### src/pkg/emzo_pkg.sv
// package for the error mask and zone offset register bank
// assumes an 8-bit internal register port behind the serial management interface
package emzo_pkg;

  // ----------------------------------------------------------------
  // register offsets
  // ----------------------------------------------------------------
  localparam logic [7:0] EMZO_GEN_MASK_ADDR = 8'hec;
  localparam logic [7:0] EMZO_MISC_MASK_ADDR = 8'hed;
  localparam logic [7:0] EMZO_Z1A_OFS_ADDR = 8'hee;
  localparam logic [7:0] EMZO_Z2A_OFS_ADDR = 8'hef;

  // ----------------------------------------------------------------
  // reset values of the register fields
  // ----------------------------------------------------------------
  localparam logic [7:0] EMZO_GEN_MASK_RST = 8'hff;
  localparam logic [5:0] EMZO_MISC_MASK_RST = 6'h3f;
  localparam logic [5:0] EMZO_OFS_RST = 6'h00;

  // ----------------------------------------------------------------
  // misc mask field positions
  // ----------------------------------------------------------------
  localparam int EMZO_REG_HOT_ONE_BIT = 0;
  localparam int EMZO_REG_HOT_TWO_BIT = 1;
  localparam int EMZO_AUX_8_BIT = 2;
  localparam int EMZO_AUX_9_BIT = 3;
  localparam int EMZO_CORE_ONE_BIT = 4;
  localparam int EMZO_CORE_TWO_BIT = 5;

  // ----------------------------------------------------------------
  // temperature limits of the 8-bit signed reading
  // ----------------------------------------------------------------
  localparam logic signed [8:0] EMZO_TEMP_MAX = 9'sd127;
  localparam logic signed [8:0] EMZO_TEMP_MIN = -9'sd128;

  // raw error events from the monitor core
  typedef struct packed {
    logic [7:0] general_input;   // general inputs 0..7
    logic regulator_hot_one;
    logic regulator_hot_two;
    logic aux_general_input_8;
    logic aux_general_input_9;
    logic core_limit_one;        // analog input 7 dynamic limit
    logic core_limit_two;        // analog input 8 dynamic limit
  } emzo_events_t;

  // register port request
  typedef struct packed {
    logic wr;
    logic [7:0] addr;
    logic [7:0] wdata;
  } emzo_reg_req_t;

endpackage : emzo_pkg

### src/emzo_regs.sv
// error mask and zone offset register bank with offset adder
// assumes register writes are single-cycle strobes; reads are registered
// address decode registered one cycle later into rdata
`timescale 1ns/1ps
module emzo_regs (
  // clock and reset
  input wire logic sys_clk,
  input wire logic rst_b,
  // register port
  input wire emzo_pkg::emzo_reg_req_t reg_req,
  output logic [7:0] reg_rdata,
  // raw events and live levels
  input wire emzo_pkg::emzo_events_t raw_events,
  input wire logic [7:0] general_input_level,
  // temperature measurements
  input wire logic z1a_meas_valid,
  input wire logic signed [7:0] z1a_meas_temp,
  input wire logic z2a_meas_valid,
  input wire logic signed [7:0] z2a_meas_temp,
  // masked events to alert and host status; unmasked live input state
  output emzo_pkg::emzo_events_t alert_events,
  output emzo_pkg::emzo_events_t host_events,
  output logic [7:0] general_input_state,
  // adjusted temperatures
  output logic z1a_adj_valid,
  output logic signed [7:0] z1a_adj_temp,
  output logic z2a_adj_valid,
  output logic signed [7:0] z2a_adj_temp
);
  import emzo_pkg::*;

  // ----------------------------------------------------------------
  // register state
  // ----------------------------------------------------------------
  logic [7:0] general_input_error_mask;   // bit n masks input n
  logic [5:0] misc_error_mask;            // bits 7:6 not stored
  logic [5:0] zone_one_a_offset;          // signed offset
  logic [5:0] zone_two_a_offset;          // signed offset
  logic [7:0] next_gen_mask;
  logic [5:0] next_misc_mask;
  logic [5:0] next_z1a_ofs;
  logic [5:0] next_z2a_ofs;
  logic [7:0] next_rdata;

  // saturating signed add of a 6-bit offset to an 8-bit reading
  function automatic logic [7:0] emzo_sat_add(input logic signed [7:0] t,
                                              input logic [5:0] ofs);
    logic signed [8:0] sum;
    sum = 9'(t) + 9'($signed(ofs));
    if (sum > EMZO_TEMP_MAX)
      emzo_sat_add = EMZO_TEMP_MAX[7:0];
    else if (sum < EMZO_TEMP_MIN)
      emzo_sat_add = EMZO_TEMP_MIN[7:0];
    else
      emzo_sat_add = sum[7:0];
  endfunction : emzo_sat_add

  // ----------------------------------------------------------------
  // register write and read decode
  // ----------------------------------------------------------------
  // writes only touch stored bits; reserved bits drop on the floor
  always_comb
  begin
    next_gen_mask = general_input_error_mask;
    next_misc_mask = misc_error_mask;
    next_z1a_ofs = zone_one_a_offset;
    next_z2a_ofs = zone_two_a_offset;
    next_rdata = 8'h00;                                    // unmapped reads zero
    if (reg_req.wr)
    begin
      if (reg_req.addr == EMZO_GEN_MASK_ADDR)
        next_gen_mask = reg_req.wdata;
      else if (reg_req.addr == EMZO_MISC_MASK_ADDR)
        next_misc_mask = reg_req.wdata[5:0];
      else if (reg_req.addr == EMZO_Z1A_OFS_ADDR)
        next_z1a_ofs = reg_req.wdata[5:0];
      else if (reg_req.addr == EMZO_Z2A_OFS_ADDR)
        next_z2a_ofs = reg_req.wdata[5:0];
    end
    // read view of the current contents
    if (reg_req.addr == EMZO_GEN_MASK_ADDR)
      next_rdata = general_input_error_mask;
    else if (reg_req.addr == EMZO_MISC_MASK_ADDR)
      next_rdata = {2'b00, misc_error_mask};
    else if (reg_req.addr == EMZO_Z1A_OFS_ADDR)
      next_rdata = {2'b00, zone_one_a_offset};
    else if (reg_req.addr == EMZO_Z2A_OFS_ADDR)
      next_rdata = {2'b00, zone_two_a_offset};
  end

  // register stage for the bank
  always_ff @(posedge sys_clk or negedge rst_b)
  begin
    if (!rst_b)
    begin
      general_input_error_mask <= EMZO_GEN_MASK_RST;
      misc_error_mask <= EMZO_MISC_MASK_RST;
      zone_one_a_offset <= EMZO_OFS_RST;
      zone_two_a_offset <= EMZO_OFS_RST;
      reg_rdata <= 8'h00;
    end
    else
    begin
      general_input_error_mask <= next_gen_mask;
      misc_error_mask <= next_misc_mask;
      zone_one_a_offset <= next_z1a_ofs;
      zone_two_a_offset <= next_z2a_ofs;
      reg_rdata <= next_rdata;
    end
  end

  // ----------------------------------------------------------------
  // event gating and adjusted temperatures
  // ----------------------------------------------------------------
  emzo_events_t next_masked;
  logic [7:0] next_z1a_temp;
  logic [7:0] next_z2a_temp;

  // one gated copy feeds both status paths so they never disagree
  always_comb
  begin
    next_masked.general_input = raw_events.general_input & ~general_input_error_mask;
    next_masked.regulator_hot_one = raw_events.regulator_hot_one &
                                    ~misc_error_mask[EMZO_REG_HOT_ONE_BIT];
    next_masked.regulator_hot_two = raw_events.regulator_hot_two &
                                    ~misc_error_mask[EMZO_REG_HOT_TWO_BIT];
    next_masked.aux_general_input_8 = raw_events.aux_general_input_8 &
                                      ~misc_error_mask[EMZO_AUX_8_BIT];
    next_masked.aux_general_input_9 = raw_events.aux_general_input_9 &
                                      ~misc_error_mask[EMZO_AUX_9_BIT];
    next_masked.core_limit_one = raw_events.core_limit_one &
                                 ~misc_error_mask[EMZO_CORE_ONE_BIT];
    next_masked.core_limit_two = raw_events.core_limit_two &
                                 ~misc_error_mask[EMZO_CORE_TWO_BIT];
    // adjusted value replaces the raw one for every consumer
    next_z1a_temp = z1a_meas_valid ? emzo_sat_add(z1a_meas_temp, zone_one_a_offset)
                                   : z1a_adj_temp;
    next_z2a_temp = z2a_meas_valid ? emzo_sat_add(z2a_meas_temp, zone_two_a_offset)
                                   : z2a_adj_temp;
  end

  // output registers; temperatures hold until the next measurement
  always_ff @(posedge sys_clk or negedge rst_b)
  begin
    if (!rst_b)
    begin
      alert_events <= '0;
      host_events <= '0;
      general_input_state <= 8'h00;
      z1a_adj_valid <= 1'b0;
      z1a_adj_temp <= 8'h00;
      z2a_adj_valid <= 1'b0;
      z2a_adj_temp <= 8'h00;
    end
    else
    begin
      alert_events <= next_masked;
      host_events <= next_masked;
      general_input_state <= general_input_level;
      z1a_adj_valid <= z1a_meas_valid;
      z1a_adj_temp <= next_z1a_temp;
      z2a_adj_valid <= z2a_meas_valid;
      z2a_adj_temp <= next_z2a_temp;
    end
  end

endmodule : emzo_regs

### config.mk
export PLATFORM = sky130hd
export DESIGN_NAME = emzo_regs
export DESIGN_NICKNAME = d
export VERILOG_FILES = /design/src/pkg/emzo_pkg.sv /design/src/emzo_regs.sv
export SDC_FILE = /design/constraint.sdc
export NUM_CORES = 1
export LEC_CHECK = 0
export BUFFER_PORTS_ARGS = -buffer_cell sky130_fd_sc_hd__buf_2
export CAP_MARGIN = 25
export CELL_PAD_IN_SITES_DETAIL_PLACEMENT = 1
export CELL_PAD_IN_SITES_GLOBAL_PLACEMENT = 1
export CORE_MARGIN = 2
export CORE_UTILIZATION = 42
export CTS_CLUSTER_DIAMETER = 80
export DETAILED_ROUTE_END_ITERATION = 10
export GPL_TIMING_DRIVEN = 0
export PLACE_DENSITY_LB_ADDON = 0.05
export SYNTH_ARGS = -nofsm -noshare
export SYNTH_HDL_FRONTEND = slang
export SYNTH_SLANG_ARGS = --single-unit
export TNS_END_PERCENT = 10
### constraint.sdc
create_clock -name sys_clk -period 6.45 [get_ports sys_clk]
set_clock_uncertainty 0.1 [all_clocks]
set_input_delay 1.29 -clock sys_clk [delete_from_list [all_inputs] [get_ports sys_clk]]
set_output_delay 1.29 -clock sys_clk [all_outputs]
set_load 0.05 [all_outputs]
==> results of run 1 <==
-- report_power, final --
group,switching (mW),total (mW),internal [mW]
sequential,0.0190,0.518,0.499
clock,0.185,0.406,0.222
combinational,0.191,0.282,0.0919
total,0.394,1.21,0.813
-- synth_stat cells --
cell       number
a211o_1         3
a211oi_1        3
a21boi_0        1
a21o_1          5
a21oi_1        10
a31oi_1         1
and2_1          3
and2b_1         7
and4b_1         1
buf_1           2
buf_2           2
buf_4          14
buf_6           1
dfrtp_1        60
dfstp_2        14
fa_1            2
ha_1           16
inv_1          17
mux2_2         22
mux2_4          6
mux4_2          6
nand2_1         6
nand3_1         3
nand3_4         1
nand4b_1        1
nor2_1         16
nor2b_1        15
nor3_1          3
o211a_1         1
o211ai_1        3
o21ai_0         6
o21ba_2         1
o21bai_1        1
o22ai_1        15
o2bb2ai_1       1
o311ai_0        1
o31ai_1         1
or3_1           1
or3b_2          1
or4b_4          1
xnor2_1         6
xor2_1          4
-- layout by cell type (no fill, tap or decap), types with 2 or more instances in the layout --
cell and n:
a211o_1 3, a211oi_1 3, a21o_1 5, a21oi_1 10
and2_1 3, and2b_1 7, buf_1 2, buf_2 120
buf_4 15, bufinv_16 2, clkbuf_8 9, clkinv_4 3
dfrtp_1 60, dfstp_2 14, fa_1 2, ha_1 16
inv_1 17, mux2_2 22, mux2_4 6, mux4_2 6
nand2_1 6, nand3_1 3, nor2_1 16, nor2b_1 15
nor3_1 3, o211ai_1 3, o21ai_0 6, o22ai_1 15
xnor2_1 6, xor2_1 4
-- worst max path at each step --
stage | from | to | slack, ns
after floorplan | z2a_meas_temp[0] | z2a_adj_temp[0] | 3.36
after global placement | z2a_meas_temp[0] | z2a_adj_temp[2] | 2.99
after detailed placement | z2a_meas_temp[0] | z2a_adj_temp[4] | 2.89
after CTS | z2a_meas_temp[0] | z2a_adj_temp[0] | 3.25
after global routing | z2a_meas_temp[0] | z2a_adj_temp[0] | 3.05
final | z2a_meas_temp[0] | z2a_adj_temp[0] | 3.21
-- logic make-up after synthesis --
logic type,share of synthesized area
buffers and inverters,0.0555
AND/OR/NAND/NOR,0.0963
adder cells (fa/ha/maj),0.0675
flip-flops,0.525
multiplexers,0.133
AO/OA/AOI/OAI,0.0981
XOR/XNOR,0.0246
-- final cells by class --
type                    instances  area share
inverters                      17      0.0140
well taps                     105      0.0289
plain buffers                  19      0.0295
clock inverters                 7      0.0226
multi-input cells             174       0.329
clock buffers                   9      0.0273
flip-flops and latches         74       0.411
repair buffers                120       0.138
-- sequential cells by signal (all words and copies together) (netlist names) --
register                  flops
general_input_error_mask      8
general_input_state           8
host_events                  14
misc_error_mask               6
reg_rdata                     8
z1a_adj_temp                  8
z1a_adj_valid                 1
z2a_adj_temp                  8
z2a_adj_valid                 1
zone_one_a_offset             6
zone_two_a_offset             6
-- critical path, cell delays in order --
cell,delay (ns)
buf_2,0.10
ha_1,0.23
fa_1,0.43
a211oi_1,0.28
o21ai_0,0.23
a31oi_1,0.34
nand2_1,0.10
nand2_1,0.21
o22ai_1,0.13
-- metal layers --
metal  track usage  vias up
met5             0        -
met4        0.0464        2
met3        0.0525        6
met2         0.297       82
met1         0.251     1273
li1              -     1255
-- per-stage QoR --
step / hold WS, ns / utilization / worst slack [ns]
2_1_floorplan: 0.375 / - / 3.36
3_3_place_gp: 0.385 / 0.521 / 2.99
3_5_place_dp: 0.394 / 0.525 / 2.89
4_1_cts: 0.409 / 0.552 / 3.25
5_1_grt: 0.421 / 0.553 / 3.05
6_report: 0.407 / 0.553 / 3.21
==> flow_summary.toml, run 1 <==
[worst_setup_path]
ff2ff_path_depth = 8
worstSetupPathType = "input pin to flip-flop"
arrival_ns = 3.35
cp-end-kind = "flip-flop"
reg2reg_to = "z2a_adj_temp[0]"
r2r-start = "zone_two_a_offset[0]"
r2r_slack_ns = 3.83
cp.required_ns = 6.56
cp-start-kind = "input pin"
cp_max_fo = 6

[global_routing]
grt_max_degree = 64
grt_pass1_wl_um = 13000
grt-ovfl-total = 0
grt_pass1_vias = 2613
antenna_found_initial = 1
grt_usage = 0.186

[status]
status = "completed"

[timing]
fmax_mhz = 309
tns_ns = 0
slew_viol_final = 0
slew_headroom = 0.328
post-route-period-util = 0.502
setup_violations = 0
period_minus_slack_ns = 3.24
worst_pin_slew_ns = 1.00
rsz0062_at_grt = "no"
finalHoldViolCount = 0

[logic_synthesis]
yosys.cell_types.count = 42
syn_area_um2 = 3560
synth_nets = 361
seq_area_frac_synth = 0.525
yosys_warnings = 0
synthCells = 284
yosys.area.top_type_share = 0.422
synth_seq_cells = 74
syn_area_per_cell_um2 = 12.5
netlist.top_cell.by_area = "dfrtp_1"
synth.area.top_cells = "dfrtp_1 42%, dfstp_2 10%, mux2_2 7.0%"

[drt]
dr.pass1.iters = 4
ant_nets = 0
drt-vias-per-instance = 4.99
wl_per_cell_um = 15.8
route.met3.wl_um = 528
vias = 2618
wirelength_um = 8270
met2_length_um = 3980
drt-met1-wl_um = 3710
route.detailed.drc = 0
drt_iter0_markers = 60
highest-signal-layer = "met5"

[layout]
fin_area_um2 = 4540
drive_gt1_frac = 0.488
multiInputGateArea_um2 = 1490
ff_latch_area_um2 = 1870
n_fill_cell = 925
num_antenna_cells = 0
finish.net_count = 492
layout.cells.non_filler = 525
synthToLayoutAreaGrowth_pct = 27.6

[pwr]
power.density_nw_per_um2 = 266
leakagePower_nw = 2.39
irDropWorstVdd_uv = 116
p_total_mw = 1.21

[floorplanning]
die-area_um2 = 9230
ios = 121
die_w_um = 96.1
start_util = 0.433
core_region_area_um2 = 8220
die_h_um = 96.1
std_cell_rows = 33

[min_path]
holdPathStages = 1
min_to = "host_events[13]"
hold_path_class = "flip-flop to flip-flop"
min-delay-start = "general_input_error_mask[7]"

[place]
portBuffers = 118
dp_hpwl_um = 6340
place_area_um2 = 4310
place_congestion = 0.783
placed_cells = 508

[clocking]
post-cts-setup-buffers = 0
numCtsBuffers = 9
clk_latency_ns = 0.34
tritoncts = "done"
cts_hold_buf = 0
h-tree-depth = 3
post_cts_resized = 0
cts-root-buf = "clkbuf_8"
cts_buffer_depth = 2
cts.sinks = 74
clkTransAtPathRegs_ns = 0.08

[run]
max-cap-violations = 0
Power figures use the tool's default switching activity.
==> inputs of run 2 (changes only) <==
Settings changed: ABC_AREA from default to 1, CORE_UTILIZATION 42 to 33.
Clock period 6.45 ns to 2.64 ns, I/O delays scaled along.
==> run 2 against run 1 <==
  * Clock-buffer cell count increased by 2
  * Sequential cell count unchanged
  * Total power increased to 2.6 times the previous value
  * Wire length increased by 13%
  * Setup slack got worse by 2.8 ns
  * Cell count increased by 38%
  * Clock power increased to 3.1 times the previous value
  * Worst hold slack got worse by 0.36 ns
  * Design area increased by 6.4%
  * Global-route usage decreased by 2.5 points
  * Synthesized cell count increased by 58%
==> flow_summary.toml, run 2 <==
[clocking]
cts_buffer_depth = 2
post-cts-setup-buffers = 0
clkTransAtPathRegs_ns = 0.06
cts_hold_buf = 0
numCtsBuffers = 9
cts-root-buf = "clkbuf_16"
cts.sinks = 74
post_cts_resized = 0
tritoncts = "done"
h-tree-depth = 3
clk_latency_ns = 0.33

[place]
dp_hpwl_um = 7410
place_congestion = 0.775
portBuffers = 120

[timing]
holdWs_ns = 0.0496
worst_pin_slew_ns = 0.689
tns_ns = 0
rsz0062_at_grt = "no"
fmax_mhz = 455
post-route-period-util = 0.832
period_minus_slack_ns = 2.20
slew_viol_final = 0
slew_headroom = 0.537
setup_violations = 0
finalHoldViolCount = 0

[worst_setup_path]
worstSetupPathType = "flip-flop to flip-flop"
ff2ff_path_depth = 12
cp_max_fo = 7
crit_slowest_cell = "dfrtp_1"
cp.required_ns = 2.76
worstPathCellList = "ha_1 > fa_1 > nand2_1 > nand2_1 > nand3_1 > nand2_1 > nand2_1 > nand3_1 > nand2_1 > nand2_1 > nand2_1 > nand2_1"
r2r_slack_ns = 0.44
cp-start-kind = "flip-flop"
reg2reg_to = "z1a_adj_temp[3]"
r2r-start = "zone_one_a_offset[0]"
critical_path.max_stage_delay_ns = 0.41
crit_top_cell = "nand2_1"
cp-end-kind = "flip-flop"
arrival_ns = 2.32

[drt]
route.detailed.drc = 0
drt-vias-per-instance = 4.48
dr.pass1.iters = 4
vias = 3251
ant_nets = 0
wirelength_um = 9330
drt_iter0_markers = 72
wl_per_cell_um = 12.9

[global_routing]
antenna_found_initial = 0
grt_pass1_wl_um = 15100
grt-ovfl-total = 0
grt_pass1_vias = 3284
grt_max_degree = 39
grt_usage = 0.161

[logic_synthesis]
yosys.area.top_type_share = 0.402
synth_xor_area_frac = 0.0141
synthCells = 449
synth.area.top_cells = "dfrtp_1 40%, nand2_1 18%, dfstp_2 9.9%"
ys.flop_type = "dfrtp_1"
synth_top_family_by_area = "simple AND/OR/NAND/NOR gates"
synthSimpleGateAreaFrac = 0.280
async_flop_share = 1.00
muxShareOfSynthArea = 0
seq_area_frac_synth = 0.501
yosys_warnings = 0
synth.most_common_cell = "nand2_1"
synth_seq_cells = 74
synth_nets = 526
synth_edf_count = 0
netlist.top_cell.by_area = "dfrtp_1"
yosys.cell_types.count = 29
synth-adder-area-share = 0.0644
syn_area_um2 = 3730
syn_area_per_cell_um2 = 8.31
synth.top_cells.by_count = "181 x nand2_1, 60 x dfrtp_1, 52 x inv_1"
synth_compound_area_frac = 0.0453

[floorplanning]
core_region_area_um2 = 10900
die_h_um = 110
die_w_um = 110
start_util = 0.341
std_cell_rows = 38
die-area_um2 = 12200
ios = 121

[layout]
largest_register_ffs = 14
drive_gt1_frac = 0.321
final_cell_mix = "181 x nand2_1, 122 x buf_2, 60 x dfrtp_1, 52 x inv_1, 30 x nor2_1"
finish.net_count = 658
num_antenna_cells = 0
synthToLayoutAreaGrowth_pct = 29.6
top_register = "host_events"
layout.cells.most_common = "nand2_1"

[pwr]
irDropWorstVdd_uv = 250
power.density_nw_per_um2 = 655
leakagePower_nw = 2.76

[status]
status = "completed"

[run]
max-cap-violations = 0

[min_path]
hold_path_class = "input pin to asynchronous set/reset pin"
[run 2: cell count changes in the layout (fill, tap and decap cells not counted), moves of 9 or more]
cell | previous run | this run
clkbuf_16 | 0 | 9
inv_1 | 17 | 52
mux2_2 | 22 | 0
nand2_1 | 6 | 181
nand3_1 | 3 | 14
nor2_1 | 16 | 30
nor2b_1 | 15 | 0
o21ai_0 | 6 | 19
o22ai_1 | 15 | 0
[run 2: final cells by class]
| type | instances | area (um^2) |
|---|---|---|
| multi-input cells | 301 | 1510 |
| inverters | 54 | 203 |
| clock inverters | 5 | 62.6 |
| flip-flops and latches | 74 | 1870 |
| fillers | 1357 | 6100 |
| well taps | 140 | 175 |
| plain buffers | 20 | 154 |
| repair buffers | 121 | 623 |
| clock buffers | 11 | 243 |
[run 2: cell families (layout without fill, tap and decap cells)]
group	after synthesis	count (layout)
AOI/OAI and AO/OA	30	30
xor gates and xnor gates	6	6
adders and majority gates	18	18
buffers and inverters	74	211
DFF	74	74
and+or+nand+nor	247	247
[run 2: how the worst max path moves through the flow]
stage | start | end | slack [ns] | cells past startpoint
6_report | zone_one_a_offset[0] | z1a_adj_temp[3] | 0.44 | 12
2_1_floorplan | z2a_meas_temp[0] | z2a_adj_temp[0] | 0.57 | 12
3_5_place_dp | z1a_meas_temp[0] | z1a_adj_temp[6] | 0.20 | 13
4_1_cts | zone_one_a_offset[0] | z1a_adj_temp[6] | 0.39 | 12
5_1_grt | zone_one_a_offset[0] | z1a_adj_temp[2] | 0.24 | 12
3_3_place_gp | z2a_meas_temp[0] | z2a_adj_temp[1] | 0.26 | 13
[run 2: power breakdown]
group | internal [mW] | switching (mW) | total [mW]
logic | 0.191 | 0.464 | 0.655
registers | 1.22 | 0.0455 | 1.26
clock network | 0.763 | 0.489 | 1.25
[run 2: layer usage]
metal,wire length [um],track usage,vias up
met5,0,0,-
met2,4600,0.277,78
met1,4110,0.201,1529
met3,515,0.0353,6
li1,-,-,1638
met4,111,0.0509,0
[run 2: through the flow]
stage | std cells | util | power (mW) | area, um^2 | setup WS, ns
3_5_place_dp | 710 | 0.414 | 1.95 | 4530 | 0.197
3_3_place_gp | 709 | 0.412 | 1.93 | 4510 | 0.256
2_1_floorplan | 449 | - | 1.74 | 3730 | 0.571
6_report | 726 | 0.442 | 3.17 | 4830 | 0.444
5_1_grt | 726 | 0.442 | 3.35 | 4830 | 0.240
4_1_cts | 726 | 0.442 | 3.22 | 4830 | 0.392
[run 2: worst max-delay path, delay by kind of cell (launching register included)]
family / cells / cell delay [ns]
simple gates: 10 / 0.94
flops: 1 / 0.41
fa+ha+maj: 2 / 0.63
==> inputs of run 3 (changes only) <==
Clock period 2.64 ns to 2 ns, I/O delays scaled along.
==> run 3 against run 2 <==
  * Fmax up 14%
  * Clock-buffer cell count unchanged
  * Non-clock buffer count up 6
  * Sequential share of layout area down 1.6 points
  * Via count up 1.7%
  * Register-to-register slack worse by 0.37 ns
  * Sequential cell count unchanged
  * First-iteration DRC count up 4.2%
  * Sequential power up 33%
  * Global-route usage up 0.19 points
  * Largest cell class unchanged
  * Clock power up 33%
  * Critical endpoint unchanged
==> flow_summary.toml, run 3 (same netlist as run 2, synthesis figures left out) <==
[drt]
wirelength_um = 9730
ant_nets = 0
vias = 3306
wl_per_cell_um = 13.3
drt-vias-per-instance = 4.52
route.detailed.drc = 0
dr.pass1.iters = 4
drt_iter0_markers = 75

[layout]
drive_gt1_frac = 0.372
synthToLayoutAreaGrowth_pct = 35.4
ff_latch_area_um2 = 1870
final_cell_mix = "170 x nand2_1, 122 x buf_2, 58 x dfrtp_1, 52 x inv_1, 30 x nor2_1"
multiInputGateArea_um2 = 1670
fin_util = 0.462
finish.net_count = 664
top_register = "host_events"
layout.cells.most_common = "nand2_1"
n_fill_cell = 1345
largest_register_ffs = 14
num_antenna_cells = 0

[global_routing]
grt-ovfl-total = 0
antenna_found_initial = 0
grt_usage = 0.163
grt_max_degree = 39
grt_pass1_wl_um = 15300
met1_usage = 0.202
grt_pass1_vias = 3333
met3_usage = 0.0353
grt_use_met2 = 0.282
top_usage_layer = "met2"

[timing]
setup_violations = 0
fmax_mhz = 520
finalHoldViolCount = 0
tns_ns = 0
worst_pin_slew_ns = 0.691
slew_headroom = 0.536
rsz0062_at_grt = "yes"
period_minus_slack_ns = 1.92
post-route-period-util = 0.962
slew_viol_final = 0

[pwr]
power.density_nw_per_um2 = 842
leakagePower_nw = 2.79
irDropWorstVdd_uv = 330
p_total_mw = 4.25

[floorplanning]
std_cell_rows = 38
start_util = 0.341
die_h_um = 110
core_region_area_um2 = 10900
ios = 121
die_w_um = 110
die-area_um2 = 12200

[clocking]
clk_latency_ns = 0.33
tritoncts = "done"
clkTransAtPathRegs_ns = 0.06
cts-root-buf = "clkbuf_16"
cts.sinks = 74
h-tree-depth = 3
numCtsBuffers = 9
cts_buffer_depth = 2

[worst_setup_path]
cp.required_ns = 2.12
worstSetupPathType = "flip-flop to flip-flop"
cp_max_fo = 7
arrival_ns = 2.05
cp-end-kind = "flip-flop"
r2r_slack_ns = 0.08
cp-start-kind = "flip-flop"

[run]
max-cap-violations = 0

[status]
status = "completed"

[place]
portBuffers = 120
dp_hpwl_um = 7410
place_congestion = 0.775

[min_path]
hold_path_class = "input pin to flip-flop"
run 3: cell count changes in the layout (fill, tap and decap cells not counted), sizes merged:
cell,change
buf,+5
dlygate4sd3,+1
run 3: layout make-up:
| class | instances | share of cell area |
|---|---|---|
| tap | 140 | 0.0347 |
| timing repair buffer | 127 | 0.133 |
| buffer | 20 | 0.0305 |
| clock buffer | 11 | 0.0481 |
| clock inverter | 5 | 0.0124 |
| inverter | 54 | 0.0401 |
| sequential | 74 | 0.371 |
| multi-input combinational | 301 | 0.331 |
run 3: worst max-delay path, stage by stage (launching register included):
cell and delay, ns:
dfrtp_1 0.41, ha_1 0.33, or2_2 0.32, nand3_1 0.12, nand2_1 0.07, nand2_2 0.09
nand2_1 0.10, nand2_4 0.12, nand2_1 0.06, nand2_1 0.05, nand2_1 0.05
run 3: where the power goes:
group	switching (mW)	leakage [nW]	total, mW	internal, mW
Combinational	0.646	1.75	0.931	0.285
Sequential	0.0625	0.898	1.67	1.61
Clock	0.648	0.142	1.66	1.01
run 3: final timing paths:
path                       depth (start not counted)                     end                   start
setup / recovery                                  10         z1a_adj_temp[3]    zone_one_a_offset[2]
hold / removal                                     1  general_input_state[7]  general_input_level[7]
setup reg to reg                                  10         z1a_adj_temp[3]    zone_one_a_offset[2]
hold reg to reg                                    2         z1a_adj_temp[5]         z1a_adj_temp[5]
max in group asynchronous                          3      misc_error_mask[5]                   rst_b
min in group asynchronous                          2         z2a_adj_temp[5]                   rst_b
run 3: what timing repair did:
action,in CTS,in global routing
cloned,0,0
resized for setup,12,23
hold endpoints to repair,30,0
pin swaps,1,8
endpoints found under the setup margin,14,14
setup buffers,0,5
hold buffers,1,0
run 3: metrics by stage:
step	hold WS [ns]	cell area, um^2	std cells	setup WS [ns]
after CTS	0.0594	4890	727	0.00781
after global placement	0.357	4510	709	-0.256
after global routing	0.0611	5050	732	-0.0674
after detailed placement	0.294	4530	710	-0.315
after floorplan	0.00441	3730	449	0.0592
final	0.0707	5050	732	0.0754
run 3: per-layer routing:
metal	vias to the layer above	wire length, um	part of all wire
li1	1648	-	-
met1	1578	4260	0.44
met2	74	4880	0.50
met3	6	485	0.050
met4	0	111	0.011
met5	-	0	0
